<file path="src/hw/cgmc_regs.svh">
// register offsets, field positions, reset values and counts of the
// clock generator mode controller; included by the design and the bench
`ifndef CGMC_REGS_SVH
`define CGMC_REGS_SVH

// ==========================================================
// byte offsets on the register bus
`define CGMC_OFF_CTRL      4'h0
`define CGMC_OFF_STATUS    4'h4
`define CGMC_OFF_FILTER    4'h8
`define CGMC_OFF_TRIM      4'hc

// ==========================================================
// control register fields
`define CGMC_CTRL_SEL_LO   0
`define CGMC_CTRL_REFERENCE_TYPE_SELECT     2
`define CGMC_CTRL_RANGE    3
`define CGMC_CTRL_KEEP     4
`define CGMC_CTRL_RDIV_LO  5
`define CGMC_CTRL_MULT_LO  8
`define CGMC_CTRL_WIDTH    15
`define CGMC_CTRL_RESET    15'h0000

// ==========================================================
// status register fields
`define CGMC_ST_MODE_LO    0
`define CGMC_ST_OSC_STABLE 3
`define CGMC_ST_LOCK       4
`define CGMC_ST_EXT_OK     5
`define CGMC_ST_CLK_LOSS   6
`define CGMC_ST_FEED       7

// ==========================================================
// reset values and loop counts
`define CGMC_FILTER_RESET  12'h200
`define CGMC_TRIM_RESET    8'h80
`define CGMC_XTAL_COUNT    4096
`define CGMC_LOCK_SAMPLES  4
`define CGMC_AVG_SAMPLES   4
`define CGMC_TRIM_BASE     10'h180

`endif

</file>
<file path="src/hw/cgmc_pkg.sv">
// types of the clock generator mode controller
// assumes nothing of its surroundings
package cgmc_pkg;

	// ==========================================================
	// operating modes, gray along scm-fei-fee-fbe-off
	typedef enum logic [2:0] {
		CGMC_SCM = 3'h0,
		CGMC_FEI = 3'h1,
		CGMC_FEE = 3'h3,
		CGMC_FBE = 3'h2,
		CGMC_OFF = 3'h6
	} cgmc_mode_t;

	// ==========================================================
	// control register, bit 0 at the bottom
	typedef struct packed {
		logic [6:0] mult;
		logic [2:0] rdiv;
		logic       keep;
		logic       range;
		logic       reference_type_select;
		logic [1:0] sel;
	} cgmc_ctrl_t;

	// ==========================================================
	// steering sent to oscillators and clock tree
	typedef struct packed {
		logic       feed_en;
		logic       osc_en;
		logic       irg_en;
		logic       ref_ext;
		logic       div_x2;
		logic       range_hi;
		logic [2:0] rdiv;
	} cgmc_clk_ctl_t;

endpackage

</file>
<file path="src/hw/cgmc_top.sv">
// clock generator mode controller: mode state machine, lock detector,
// loop filter, trim and an apb register slave
// assumes a count error per comparison from an outside pulse counter,
// loss monitors outside, and inputs synchronous to pclk
`timescale 1ns/10ps
`include "cgmc_regs.svh"

module cgmc_top import cgmc_pkg::*; #(
	parameter int               XTAL_COUNT = `CGMC_XTAL_COUNT,
	parameter logic [15:0]      NOM_PERIOD = 16'h0200,
	parameter logic [7:0]       N_LOCK     = 8'h02,
	parameter logic [7:0]       N_UNLOCK   = 8'h08
) (
	input  wire logic                pclk,
	input  wire logic                presetn,
	input  wire logic                ce,
	input  wire logic                psel,
	input  wire logic                penable,
	input  wire logic                pwrite,
	input  wire logic [3:0]          paddr,
	input  wire logic [31:0]         pwdata,
	output logic [31:0]              prdata,
	output logic                     pready,
	output logic                     pslverr,
	input  wire logic                soft_rst,
	input  wire logic                cpu_stop,
	input  wire logic                debug_en,
	input  wire logic                ext_present,
	input  wire logic                ext_ref_tick,
	input  wire logic                ext_lost,
	input  wire logic                osc_lost,
	input  wire logic                osc_static,
	input  wire logic                cmp_valid,
	input  wire logic signed [11:0]  cmp_err,
	output cgmc_mode_t               mode_q,
	output cgmc_clk_ctl_t            clk_ctl_q,
	output logic [11:0]              filter_q,
	output logic [15:0]              irg_period_q,
	output logic [6:0]               mult_q
);

	// ==========================================================
	// state
	cgmc_ctrl_t          ctrl_q;
	cgmc_mode_t          mode_d;
	logic [7:0]          trim_q;
	logic [12:0]         xtal_cnt_q;
	logic                ext_ok_q;
	logic                loss_q;
	logic                osc_stable_flag_q;
	logic                in_unl_prev_q;
	logic                lock_q;
	logic                locked_once_q;
	logic [2:0]          lock_cnt_q;
	logic [1:0]          avg_cnt_q;
	logic signed [13:0]  avg_sum_q;
	logic                wait_osc_stable_flag_q;
	logic                ext_at_off_q;
	logic                stop_req;
	logic                wr_en;
	logic [11:0]         err_abs;
	logic                in_lock;
	logic                in_unlock;
	logic                xtal_done;
	logic signed [13:0]  sum_d;

	assign stop_req  = cpu_stop && !debug_en;
	assign wr_en     = ce && psel && penable && pwrite && pready;
	assign err_abs   = cmp_err[11] ? 12'(-cmp_err) : 12'(cmp_err);
	assign in_lock   = err_abs <= {4'h0, N_LOCK};
	assign in_unlock = err_abs <= {4'h0, N_UNLOCK};
	assign xtal_done = xtal_cnt_q >= 13'(XTAL_COUNT);
	assign sum_d     = avg_sum_q + 14'(cmp_err);
	assign mult_q    = ctrl_q.mult;

	// ==========================================================
	// mode transitions
	always_comb begin
		mode_d = mode_q;
		unique case (mode_q)
			CGMC_OFF: begin
				if (!cpu_stop) begin
					if (ctrl_q.sel == 2'h2 && ext_at_off_q)
						mode_d = CGMC_FBE;
					else
						mode_d = CGMC_SCM;
				end
			end
			CGMC_SCM: begin
				if (stop_req)
					mode_d = CGMC_OFF;
				else if (ctrl_q.sel == 2'h1 && !wait_osc_stable_flag_q)
					mode_d = CGMC_FEI;
				else if (ctrl_q.sel == 2'h1 && osc_stable_flag_q)
					mode_d = CGMC_FEI;
				else if (ctrl_q.sel == 2'h3 && ext_ok_q && osc_stable_flag_q)
					mode_d = CGMC_FEE;
				else if (ctrl_q.sel == 2'h2 && ext_ok_q)
					mode_d = CGMC_FBE;
			end
			CGMC_FEI: begin
				if (stop_req)
					mode_d = CGMC_OFF;
				else if (ctrl_q.sel != 2'h1)
					mode_d = CGMC_SCM;
			end
			CGMC_FEE: begin
				if (stop_req)
					mode_d = CGMC_OFF;
				else if (ext_lost && !ext_ok_q)
					mode_d = CGMC_SCM;
				else if (osc_lost && ext_ok_q)
					mode_d = CGMC_FBE;
				else if (ctrl_q.sel != 2'h3)
					mode_d = CGMC_SCM;
			end
			CGMC_FBE: begin
				if (stop_req)
					mode_d = CGMC_OFF;
				else if (ctrl_q.sel != 2'h2 || (ext_lost && !ext_ok_q))
					mode_d = CGMC_SCM;
			end
			default: mode_d = CGMC_SCM;
		endcase
	end

	// ==========================================================
	// mode register
	// single mode register
	always_ff @(posedge pclk or negedge presetn) begin
		if (!presetn) begin
			mode_q <= CGMC_SCM;
		end else if (ce) begin
			if (soft_rst)
				mode_q <= CGMC_SCM;
			else
				mode_q <= mode_d;
		end
	end

	// wake-up bookkeeping taken as the off state is entered and left
	always_ff @(posedge pclk or negedge presetn) begin
		if (!presetn) begin
			wait_osc_stable_flag_q  <= 1'b0;
			ext_at_off_q <= 1'b0;
		end else if (ce) begin
			if (soft_rst) begin
				wait_osc_stable_flag_q  <= 1'b0;
				ext_at_off_q <= 1'b0;
			end else begin
				if (mode_q != CGMC_OFF && mode_d == CGMC_OFF)
					ext_at_off_q <= ext_ok_q;
				// hold scm until stable, only for x1 select
				if (mode_q == CGMC_OFF && mode_d == CGMC_SCM &&
				    ctrl_q.sel[0])
					wait_osc_stable_flag_q <= 1'b1;
				// a new control write ends the wait, a written 01 enters fei
				else if (osc_stable_flag_q || mode_q != CGMC_SCM ||
				         (wr_en && paddr == `CGMC_OFF_CTRL))
					wait_osc_stable_flag_q <= 1'b0;
			end
		end
	end

	// ==========================================================
	// control register; mcu reset restores it, trim is kept
	always_ff @(posedge pclk or negedge presetn) begin
		if (!presetn) begin
			ctrl_q <= `CGMC_CTRL_RESET;
		end else if (ce) begin
			if (soft_rst)
				ctrl_q <= `CGMC_CTRL_RESET;
			else if (wr_en && paddr == `CGMC_OFF_CTRL)
				ctrl_q <= pwdata[`CGMC_CTRL_WIDTH-1:0];
			else if (mode_q == CGMC_FEE && mode_d == CGMC_FBE)
				ctrl_q.sel <= 2'h2;
		end
	end

	always_ff @(posedge pclk or negedge presetn) begin
		if (!presetn)
			trim_q <= `CGMC_TRIM_RESET;
		else if (ce && wr_en && paddr == `CGMC_OFF_TRIM)
			trim_q <= pwdata[7:0];
	end

	// period = nominal*(384+trim)/512, 0.75 to 1.25
	always_ff @(posedge pclk or negedge presetn) begin
		if (!presetn)
			irg_period_q <= 16'h0000;
		else if (ce)
			irg_period_q <= 16'((26'(NOM_PERIOD) *
				26'(`CGMC_TRIM_BASE + {2'h0, trim_q})) >> 9);
	end

	// ==========================================================
	// external reference qualification
	always_ff @(posedge pclk or negedge presetn) begin
		if (!presetn) begin
			xtal_cnt_q <= 13'h0000;
			ext_ok_q   <= 1'b0;
		end else if (ce) begin
			if (soft_rst || !ext_present ||
			    (mode_q == CGMC_OFF && !ctrl_q.keep))
				xtal_cnt_q <= 13'h0000;
			else if (ctrl_q.reference_type_select && ext_ref_tick && !xtal_done)
				xtal_cnt_q <= xtal_cnt_q + 13'h0001;
			ext_ok_q <= !soft_rst && ext_present &&
				(!ctrl_q.reference_type_select || xtal_done);
		end
	end

	// clock loss flag, write one clears, a new loss wins over the clear
	always_ff @(posedge pclk or negedge presetn) begin
		if (!presetn)
			loss_q <= 1'b0;
		else if (ce) begin
			if (soft_rst)
				loss_q <= 1'b0;
			else if (ext_lost || osc_lost)
				loss_q <= 1'b1;
			else if (wr_en && paddr == `CGMC_OFF_STATUS &&
			         pwdata[`CGMC_ST_CLK_LOSS])
				loss_q <= 1'b0;
		end
	end

	// ==========================================================
	// stable flag and lock detector
	always_ff @(posedge pclk or negedge presetn) begin
		if (!presetn) begin
			osc_stable_flag_q        <= 1'b0;
			in_unl_prev_q <= 1'b0;
		end else if (ce) begin
			if (soft_rst || mode_q == CGMC_OFF) begin
				osc_stable_flag_q        <= 1'b0;
				in_unl_prev_q <= 1'b0;
			end else if (cmp_valid) begin
				in_unl_prev_q <= in_unlock;
				osc_stable_flag_q <= in_unlock && in_unl_prev_q && !osc_static;
			end
		end
	end

	always_ff @(posedge pclk or negedge presetn) begin
		if (!presetn) begin
			lock_q        <= 1'b0;
			lock_cnt_q    <= 3'h0;
			locked_once_q <= 1'b0;
		end else if (ce) begin
			if (soft_rst || (mode_q != CGMC_FEI && mode_q != CGMC_FEE)) begin
				lock_q        <= 1'b0;
				lock_cnt_q    <= 3'h0;
				locked_once_q <= 1'b0;
			end else if (cmp_valid) begin
				if (lock_q && !in_unlock) begin
					lock_q     <= 1'b0;
					lock_cnt_q <= 3'h0;
				end else if (!lock_q && !in_lock) begin
					lock_cnt_q <= 3'h0;
				end else if (!lock_q) begin
					lock_cnt_q <= lock_cnt_q + 3'h1;
					if (lock_cnt_q == 3'(`CGMC_LOCK_SAMPLES - 1)) begin
						lock_q        <= 1'b1;
						locked_once_q <= 1'b1;
					end
				end
			end
		end
	end

	// ==========================================================
	// loop filter
	always_ff @(posedge pclk or negedge presetn) begin
		if (!presetn) begin
			filter_q  <= `CGMC_FILTER_RESET;
			avg_cnt_q <= 2'h0;
			avg_sum_q <= 14'sh0000;
		end else if (ce) begin
			// reset filter to nominal start frequency
			if (soft_rst) begin
				filter_q  <= `CGMC_FILTER_RESET;
				avg_cnt_q <= 2'h0;
				avg_sum_q <= 14'sh0000;
			end else if (mode_q == CGMC_SCM) begin
				if (wr_en && paddr == `CGMC_OFF_FILTER)
					filter_q <= pwdata[11:0];
				avg_cnt_q <= 2'h0;
				avg_sum_q <= 14'sh0000;
			end else if ((mode_q == CGMC_FEI || mode_q == CGMC_FEE) &&
			             cmp_valid) begin
				if (!lock_q) begin
					filter_q <= filter_q + 12'(cmp_err);
				end else if (avg_cnt_q == 2'(`CGMC_AVG_SAMPLES - 1)) begin
					filter_q  <= filter_q + 12'(sum_d >>> 2);
					avg_cnt_q <= 2'h0;
					avg_sum_q <= 14'sh0000;
				end else begin
					avg_cnt_q <= avg_cnt_q + 2'h1;
					avg_sum_q <= sum_d;
				end
			end
		end
	end

	// ==========================================================
	// clock steering; a one cycle lag behind the mode is accepted
	always_ff @(posedge pclk or negedge presetn) begin
		if (!presetn) begin
			clk_ctl_q <= '0;
		end else if (ce) begin
			// feed off in stop and on unstable bypass
			clk_ctl_q.feed_en <= mode_q != CGMC_OFF &&
				!(mode_q == CGMC_FBE && !ext_ok_q);
			clk_ctl_q.osc_en  <= mode_q != CGMC_FBE &&
				(mode_q != CGMC_OFF || ctrl_q.keep);
			clk_ctl_q.irg_en  <= mode_q != CGMC_FBE &&
				(mode_q != CGMC_OFF || ctrl_q.keep);
			clk_ctl_q.ref_ext <= mode_q == CGMC_FBE ||
				(mode_q == CGMC_FEE && ext_ok_q);
			clk_ctl_q.div_x2  <= mode_q == CGMC_FEE && !lock_q &&
				!locked_once_q;
			clk_ctl_q.range_hi <= ctrl_q.reference_type_select && ctrl_q.range;
			clk_ctl_q.rdiv     <= ctrl_q.rdiv;
		end
	end

	// ==========================================================
	// apb slave, one wait-free access phase
	always_ff @(posedge pclk or negedge presetn) begin
		if (!presetn) begin
			pready  <= 1'b0;
			pslverr <= 1'b0;
			prdata  <= 32'h0000_0000;
		end else if (ce) begin
			pready  <= psel && !penable;
			pslverr <= psel && !penable && paddr[1:0] != 2'h0;
			prdata  <= 32'h0000_0000;
			if (psel && !penable && !pwrite) begin
				unique case (paddr)
					`CGMC_OFF_CTRL:
						prdata <= {17'h0, ctrl_q};
					`CGMC_OFF_STATUS:
						prdata <= {24'h0, clk_ctl_q.feed_en, loss_q,
							ext_ok_q, lock_q, osc_stable_flag_q, mode_q};
					`CGMC_OFF_FILTER:
						prdata <= {20'h0, filter_q};
					`CGMC_OFF_TRIM:
						prdata <= {24'h0, trim_q};
					default: prdata <= 32'h0000_0000;
				endcase
			end
		end
	end
endmodule

</file>
<file path="config.mk">
export PLATFORM = sky130hd
export DESIGN_NAME = cgmc_top
export DESIGN_NICKNAME = d
export VERILOG_FILES = /design/src/hw/cgmc_pkg.sv /design/src/hw/cgmc_top.sv
export VERILOG_INCLUDE_DIRS = /design/src /design/src/hw
export SDC_FILE = /design/constraint.sdc
export NUM_CORES = 1
export LEC_CHECK = 0
export BUFFER_PORTS_ARGS = -buffer_cell sky130_fd_sc_hd__buf_2
export CAP_MARGIN = 20
export CORE_ASPECT_RATIO = 1.75
export CORE_MARGIN = 2
export CORE_UTILIZATION = 35
export DETAILED_ROUTE_END_ITERATION = 10
export SYNTH_ARGS = -nofsm -noshare
export SYNTH_HDL_FRONTEND = slang
export SYNTH_SLANG_ARGS = --single-unit
</file>
<file path="constraint.sdc">
create_clock -name pclk -period 4.1 [get_ports pclk]
set_input_delay 0.205 -clock pclk [delete_from_list [all_inputs] [get_ports pclk]]
set_output_delay 0.205 -clock pclk [all_outputs]
set_load 0.05 [all_outputs]
</file>
# ---- Word level (Yosys, flattened, before mapping)
# Cells that the tools add are included.
dict set report totals {
  regBits 136
  latchBits 0
  mem_bits_rw 0
  rom_bits 0
  in_bits 63
  output_inout_bits 81
  word_cells 241
  memories 0
}
dict set report classes {
  add_sub_neg 8
  multipliers 0
  n_div 0
  magnitude_cmp 3
  n_eq_ne 28
  shift 0
  n_mux 71
  n_bitwise 0
  reduce_logical 100
}
# cell count
set op_table {}
lappend op_table {{12-bit two-way mux} 7}
lappend op_table {{14-bit two-way mux} 5}
lappend op_table {{3-bit two-way mux} 20}
lappend op_table {{15-bit one-hot mux with 4 select lines} 1}
lappend op_table {{1-bit logical AND} 44}
lappend op_table {{13-bit two-way mux} 3}
lappend op_table {{15-bit two-way mux} 2}
lappend op_table {{12-bit adder} 2}
lappend op_table {{1-bit two-way mux} 24}
lappend op_table {{3-bit nonzero test} 6}
lappend op_table {{1-bit zero test} 16}
lappend op_table {{2-bit two-way mux} 8}
lappend op_table {{3-bit one-hot mux with 5 select lines} 1}
lappend op_table {{14-bit by 12-bit adder with 14-bit output} 1}
lappend op_table {{2-bit AND reduction} 7}
lappend op_table {{2-bit nonzero test} 7}
lappend op_table {{13-bit by 1-bit adder with 13-bit output, second input constant} 1}
lappend op_table {{13-bit >= comparator, second input constant} 1}
lappend op_table {{3-bit by 2-bit == test with 1-bit output, second input constant} 4}
lappend op_table {{12-bit by 2-bit less-or-equal comparator with 1-bit output, second input constant} 1}
lappend op_table {{12-bit by 4-bit less-or-equal comparator with 1-bit output, second input constant} 1}
lappend op_table {{1-bit logical OR} 12}
lappend op_table {{12-bit negator} 1}
lappend op_table {{9-bit by 8-bit adder with 10-bit output, first input constant} 1}
lappend op_table {{other kinds (20)} 34}

# ---- Longest topological paths before layout
dict set report logic_depth {
  word_depth 13
  ltp_mapped 18
  ltp_nobuf 18
}

# ---- Least setup slack after synthesis
# OpenSTA, ideal clock, no wires.
dict set report synth_timing {
  path_type {register -> register}
  start {reg avg_sum_q[0]}
  end {reg filter_q[11]}
  setup_time_ns 0.136
  arrival_time_ns 3.576
  required_time_ns 3.964
  setup_slack_ns 0.388
  path_stages_with_launch 19
  path_buffers 0
  period_less_slack_ns 3.712
  cell_sequence {dfrtp_1 -> ha_1 -> inv_1 -> fa_1 -> nor2b_1 -> o21ai_0 -> a21boi_0 -> o21ai_0 -> a211oi_1 -> nor2_1 -> xnor2_1 -> mux2_2 -> ha_1 -> nand3_1 -> o211a_1 -> o2111a_1 -> o211a_1 -> nor4_1 -> nand2_1}
}
dict set report synth_between {
  elab_chain_len 7
}
# element line_no
set synth_lines {}
lappend synth_lines {{from (decl)} cgmc_top.sv:56} ;# logic signed [13:0] avg_sum_q;
lappend synth_lines {{from (signal assigned)} cgmc_top.sv:300} ;# avg_sum_q <= sum_d;
lappend synth_lines {{14-bit by 12-bit adder with 14-bit output} cgmc_top.sv:73} ;# assign sum_d = avg_sum_q + 14'(cmp_err);
lappend synth_lines {{12-bit adder} cgmc_top.sv:295} ;# filter_q <= filter_q + 12'(sum_d >>> 2);
lappend synth_lines {{12-bit two-way mux} cgmc_top.sv:294} ;# end else if (avg_cnt_q == 2'(`CGMC_AVG_SAMPLES - 1)) begin
lappend synth_lines {{12-bit two-way mux} cgmc_top.sv:292} ;# if (!lock_q) begin
lappend synth_lines {{12-bit two-way mux} cgmc_top.sv:290} ;# end else if ((mode_q == CGMC_FEI || mode_q == CGMC_FEE) &&
lappend synth_lines {{12-bit two-way mux} cgmc_top.sv:285} ;# end else if (mode_q == CGMC_SCM) begin
lappend synth_lines {{12-bit two-way mux} cgmc_top.sv:281} ;# if (soft_rst) begin
lappend synth_lines {{to (signal assigned)} cgmc_top.sv:282} ;# filter_q <= `CGMC_FILTER_RESET;
lappend synth_lines {{to (signal assigned)} cgmc_top.sv:287} ;# filter_q <= pwdata[11:0];
lappend synth_lines {{to (signal assigned)} cgmc_top.sv:293} ;# filter_q <= filter_q + 12'(cmp_err);
lappend synth_lines {{to (decl)} cgmc_top.sv:37} ;# output logic [11:0] filter_q,
# No other way between the ends. The select of a mux whose other input is x is not followed.
# A chain may end at the register's enable or synchronous reset.

# ---- Worst setup path after layout
dict set report layout_timing {
  start {reg avg_sum_q[2]}
  end {reg filter_q[11]}
}
# Same word-level chain as after synthesis.

==> results.txt <==
----------------------------------------------------
[Synthesis]
  Most used standard cell by instance count after synthesis ... sky130_fd_sc_hd__dfrtp_1
  Count of flip-flops with a built-in enable after synthesis ... 0
  Area fraction in compound gates after synthesis ... 20.9%
  Number of standard cells after synthesis ... around 700
  Netlist Area Pre-Place ... roughly 7000 um2
  Adder and majority gate portion of the synthesized area ... roughly 6.4%
  Leading area contributor after synthesis ... sky130_fd_sc_hd__dfrtp_1
  Count of distinct cell types in the synthesized netlist ... 79
  Post-synthesis simple-gate area fraction ... between 10 and 15%
  Most numerous cell types in the synthesized netlist ... 110 x sky130_fd_sc_hd__dfrtp_1, 50 x sky130_fd_sc_hd__nand2_1, 50 x sky130_fd_sc_hd__nor2_1
  Top_reg_cell synth ... sky130_fd_sc_hd__dfrtp_1
  Dominant combinational cell family by area after synthesis ... compound AO/OA/AOI/OAI gates
  Number of storage elements in the synthesis netlist ... 112
  Biggest area contributors in the synthesized netlist ... sky130_fd_sc_hd__dfrtp_1 39%, sky130_fd_sc_hd__ha_1 5.8%, sky130_fd_sc_hd__mux2_2 4.6%, sky130_fd_sc_hd__a22o_1 4.6%, sky130_fd_sc_hd__buf_4 3.5%
  Yosys top cell area share ... roughly 40%
  Area share of xor/xnor cells in the synthesized design ... under 10%
  Proportion of synthesized area in mux cells ... approximately 8.3%
  Post-synthesis sequential area ratio ... around two fifths
  Post-synth ARST share ... 100%
  Total number of yosys warnings ... 0
  Average cell area after synthesis ... just under 10 um2

[STA]
  Final number of setup-violating endpoints ... 0
  Setup repair after global routing missed its margin ... no
  Post-Route Hold Slack ... about 0.076 ns
  Highest clock rate ... about 260 MHz
  Number of max-slew violations in the final report ... 0
  Worst slew margin relative to its limit ... roughly 31%
  Clock Skews ... roughly 0.012 ns
  Transition time at the pin with the least slew margin ... ~1 ns
  Crit path time final ... between 3 and 4 ns
  Period Utilization, post-route ... between 90% and 100%
  Final worst-path setup slack ... about 0.23 ns
  Final count of hold timing violations ... 0
  Sum Neg Setup Slack ... 0 ns

[Die]
  Total Die Area ... approximately 21,000 um2
  Cell Rows ... slightly below 70
  CORE AREA ... 19,700 um2
  Die outline height ... just under 200 um
  # IOs ... approximately 140
  Die width ... roughly 110 um
  Initial cell density of the core ... between 30% and 40%

[Global routing]
  GRT overflow ... 0
  Number of global-route vias before repair ... roughly 5,800
  Maximum number of pins on one net before global-route repair ... 40
  First-pass GRT wire length ... about 30,000 um
  Overall fraction of global-route tracks in use ... between 15 and 20%
  Initial antenna violation count ... 1

[Job]
  Max-capacitance violation count ... 0

[Route]
  Via count of the routed design ... approximately 5,800
  Count of TritonRoute iterations in the first routing pass ... 4
  Vias per std cell ... approximately 5.5
  Antenna-violating nets left ... 0
  Initial DRC count ... 266
  Routed Wire Length ... ~19,000 um
  DRC violation count after routing ... 0
  WL/cell ... between 15 and 20 um

[CTS]
  Buffer depth of the longest clock path ... 2
  CTS tree ... done
  Clock slew at the register clock pins of the worst setup and hold paths ... around 0.08 ns
  CTS root buffer ... sky130_fd_sc_hd__clkbuf_16
  Htree depth ... 3
  Clock latency reported for the late side of the worst-skew pair ... around 0.36 ns
  Sink Count ... between 100 and 150
  Number of buffers added by the clock tree synthesis step ... 9

[Hold path]
  Path type of the worst min-delay path ... primary input to flip-flop

[Final layout]
  Fin util ... ~41%
  Final-stage net count ... 916
  Signed area change from the synthesized netlist to the final layout ... 15.6%
  # fillers ... 1,992
  Fraction of layout cells with a size suffix above 1 ... between 20% and 30%

[Power]
  Worst IR Drop VDD ... about 210 uV
  Pwr Density ... 355 nW/um2
  Leak pwr ... 3.94 nW

[Placement]
  Final Wtd Congestion ... between 0.8 and 0.9
  Hpwl dp ... around 15,000 um
  Worst slack, placed ... -0.0338 ns
  Input/output buffers ... ~100

[Critical path]
  Critical Path Source Type ... flip-flop
  Worst endpoint required time ... around 4.3 ns
  Crit path kind ... flip-flop to flip-flop
  Biggest fanout along the worst timing path ... 4
  Kind of end point of the critical path ... flip-flop
  Worst path arrival time ... ~4.1 ns

[Status]
  Run status ... complete, no violations

----------------------------------------------------
==> flip-flops by register name (all words and copies together) (netlist names), 2 cells and up <==
signal        cells
avg_cnt_q         2
avg_sum_q        14
clk_ctl_q         8
ctrl_q            8
filter_q         12
irg_period_q      9
lock_cnt_q        3
mode_q            3
mult_q            7
prdata           15
trim_q            8
xtal_cnt_q       13
==> power by group <==
group / total, W / internal (W) / switching, W
sequential: 0.00122 / 0.00115 / 0.0000714
combinational: 0.000752 / 0.000245 / 0.000507
clock: 0.000926 / 0.000481 / 0.000446
total: 0.00290 / 0.00187 / 0.00102
==> layout by cell type (no fill, tap or decap), types with 29 or more instances in the layout <==
cell type	n
sky130_fd_sc_hd__dfrtp_1	110
sky130_fd_sc_hd__buf_2	102
sky130_fd_sc_hd__nand2_1	50
sky130_fd_sc_hd__nor2_1	50
sky130_fd_sc_hd__a21oi_1	39
sky130_fd_sc_hd__a22o_1	37
sky130_fd_sc_hd__inv_1	35
sky130_fd_sc_hd__o21ai_0	33
sky130_fd_sc_hd__ha_1	33
sky130_fd_sc_hd__mux2_2	29
==> routing by layer <==
layer  track usage [%]  vias up  share of wire, %
met4              7.31        0               3.0
met2              32.9      125                53
met5                 0        -                 0
li1                  -     2794                 -
met1              20.5     2882                41
met3              2.18       31               3.1
==> worst max-delay path, stage by stage (launching register included) <==
cell	delay (ns)
sky130_fd_sc_hd__dfrtp_1	0.40
sky130_fd_sc_hd__ha_1	0.35
sky130_fd_sc_hd__nand3_1	0.11
sky130_fd_sc_hd__o211ai_2	0.25
sky130_fd_sc_hd__or3b_1	0.42
sky130_fd_sc_hd__a31oi_2	0.20
sky130_fd_sc_hd__nor2_1	0.10
sky130_fd_sc_hd__nand2_1	0.07
sky130_fd_sc_hd__o21ai_0	0.16
sky130_fd_sc_hd__ha_1	0.36
sky130_fd_sc_hd__or2_2	0.32
sky130_fd_sc_hd__a21o_1	0.20
sky130_fd_sc_hd__and4_1	0.20
sky130_fd_sc_hd__o211a_1	0.22
sky130_fd_sc_hd__nor4_1	0.28
sky130_fd_sc_hd__nand2_1	0.09
==> stage by stage <==
stage          instance area [um2]  power (W)  instances
6_report                      8170    0.00290       1069
3_3_place_gp                  7810    0.00198       1050
2_1_floorplan                 7150    0.00177        739
5_1_grt                       8170    0.00303       1069
3_5_place_dp                  7810    0.00199       1050
4_1_cts                       8130    0.00292       1067
==> timing repair <==
| action | 4_1_cts | 5_1_grt |
|---|---|---|
| gates cloned | 0 | 0 |
| gates resized for setup | 3 | 11 |
| pin swaps | 0 | 3 |
| buffers inserted | 0 | 1 |
| endpoints found under the setup margin | 1 | 2 |
| hold buffers | 1 | 0 |
| hold endpoints to repair | 34 | 0 |
==> path summary, 6_finish.rpt <==
check	start	slack [ns]	cells after the start	end
min	pwdata[13]	0.08	2	mult_q[5]
max in group asynchronous	presetn	2.80	3	xtal_cnt_q[6]
max reg2reg	avg_sum_q[2]	0.23	15	filter_q[11]
min in group asynchronous	presetn	0.35	2	avg_sum_q[13]
min reg2reg	locked_once_q	0.46	1	clk_ctl_q[4]
max	avg_sum_q[2]	0.23	15	filter_q[11]
==> kinds of logic (layout without fill, tap and decap cells) <==
| logic type | Yosys count | count (layout) |
|---|---|---|
| buf+inv | 98 | 182 |
| other cells | 1 | 24 |
| simple gates | 194 | 194 |
| flops | 112 | 112 |
| xor+xnor | 26 | 26 |
| fa+ha+maj | 35 | 35 |
| mux | 45 | 45 |
| compound gates | 206 | 206 |
==> final cells by class <==
class / count / area [um2] / area share [%]
Timing Repair Buffer: 131 / 731 / 8.94
Clock buffer: 9 / 225 / 2.76
Antenna cell: 1 / 2.50 / 0.0306
Sequential cell: 112 / 2810 / 34.3
Tap cell: 245 / 307 / 3.75
Multi-Input combinational cell: 529 / 3890 / 47.7
Clock inverter: 7 / 77.6 / 0.949
Inverter: 35 / 131 / 1.61
No activity file was read; power rests on OpenSTA's default activity.
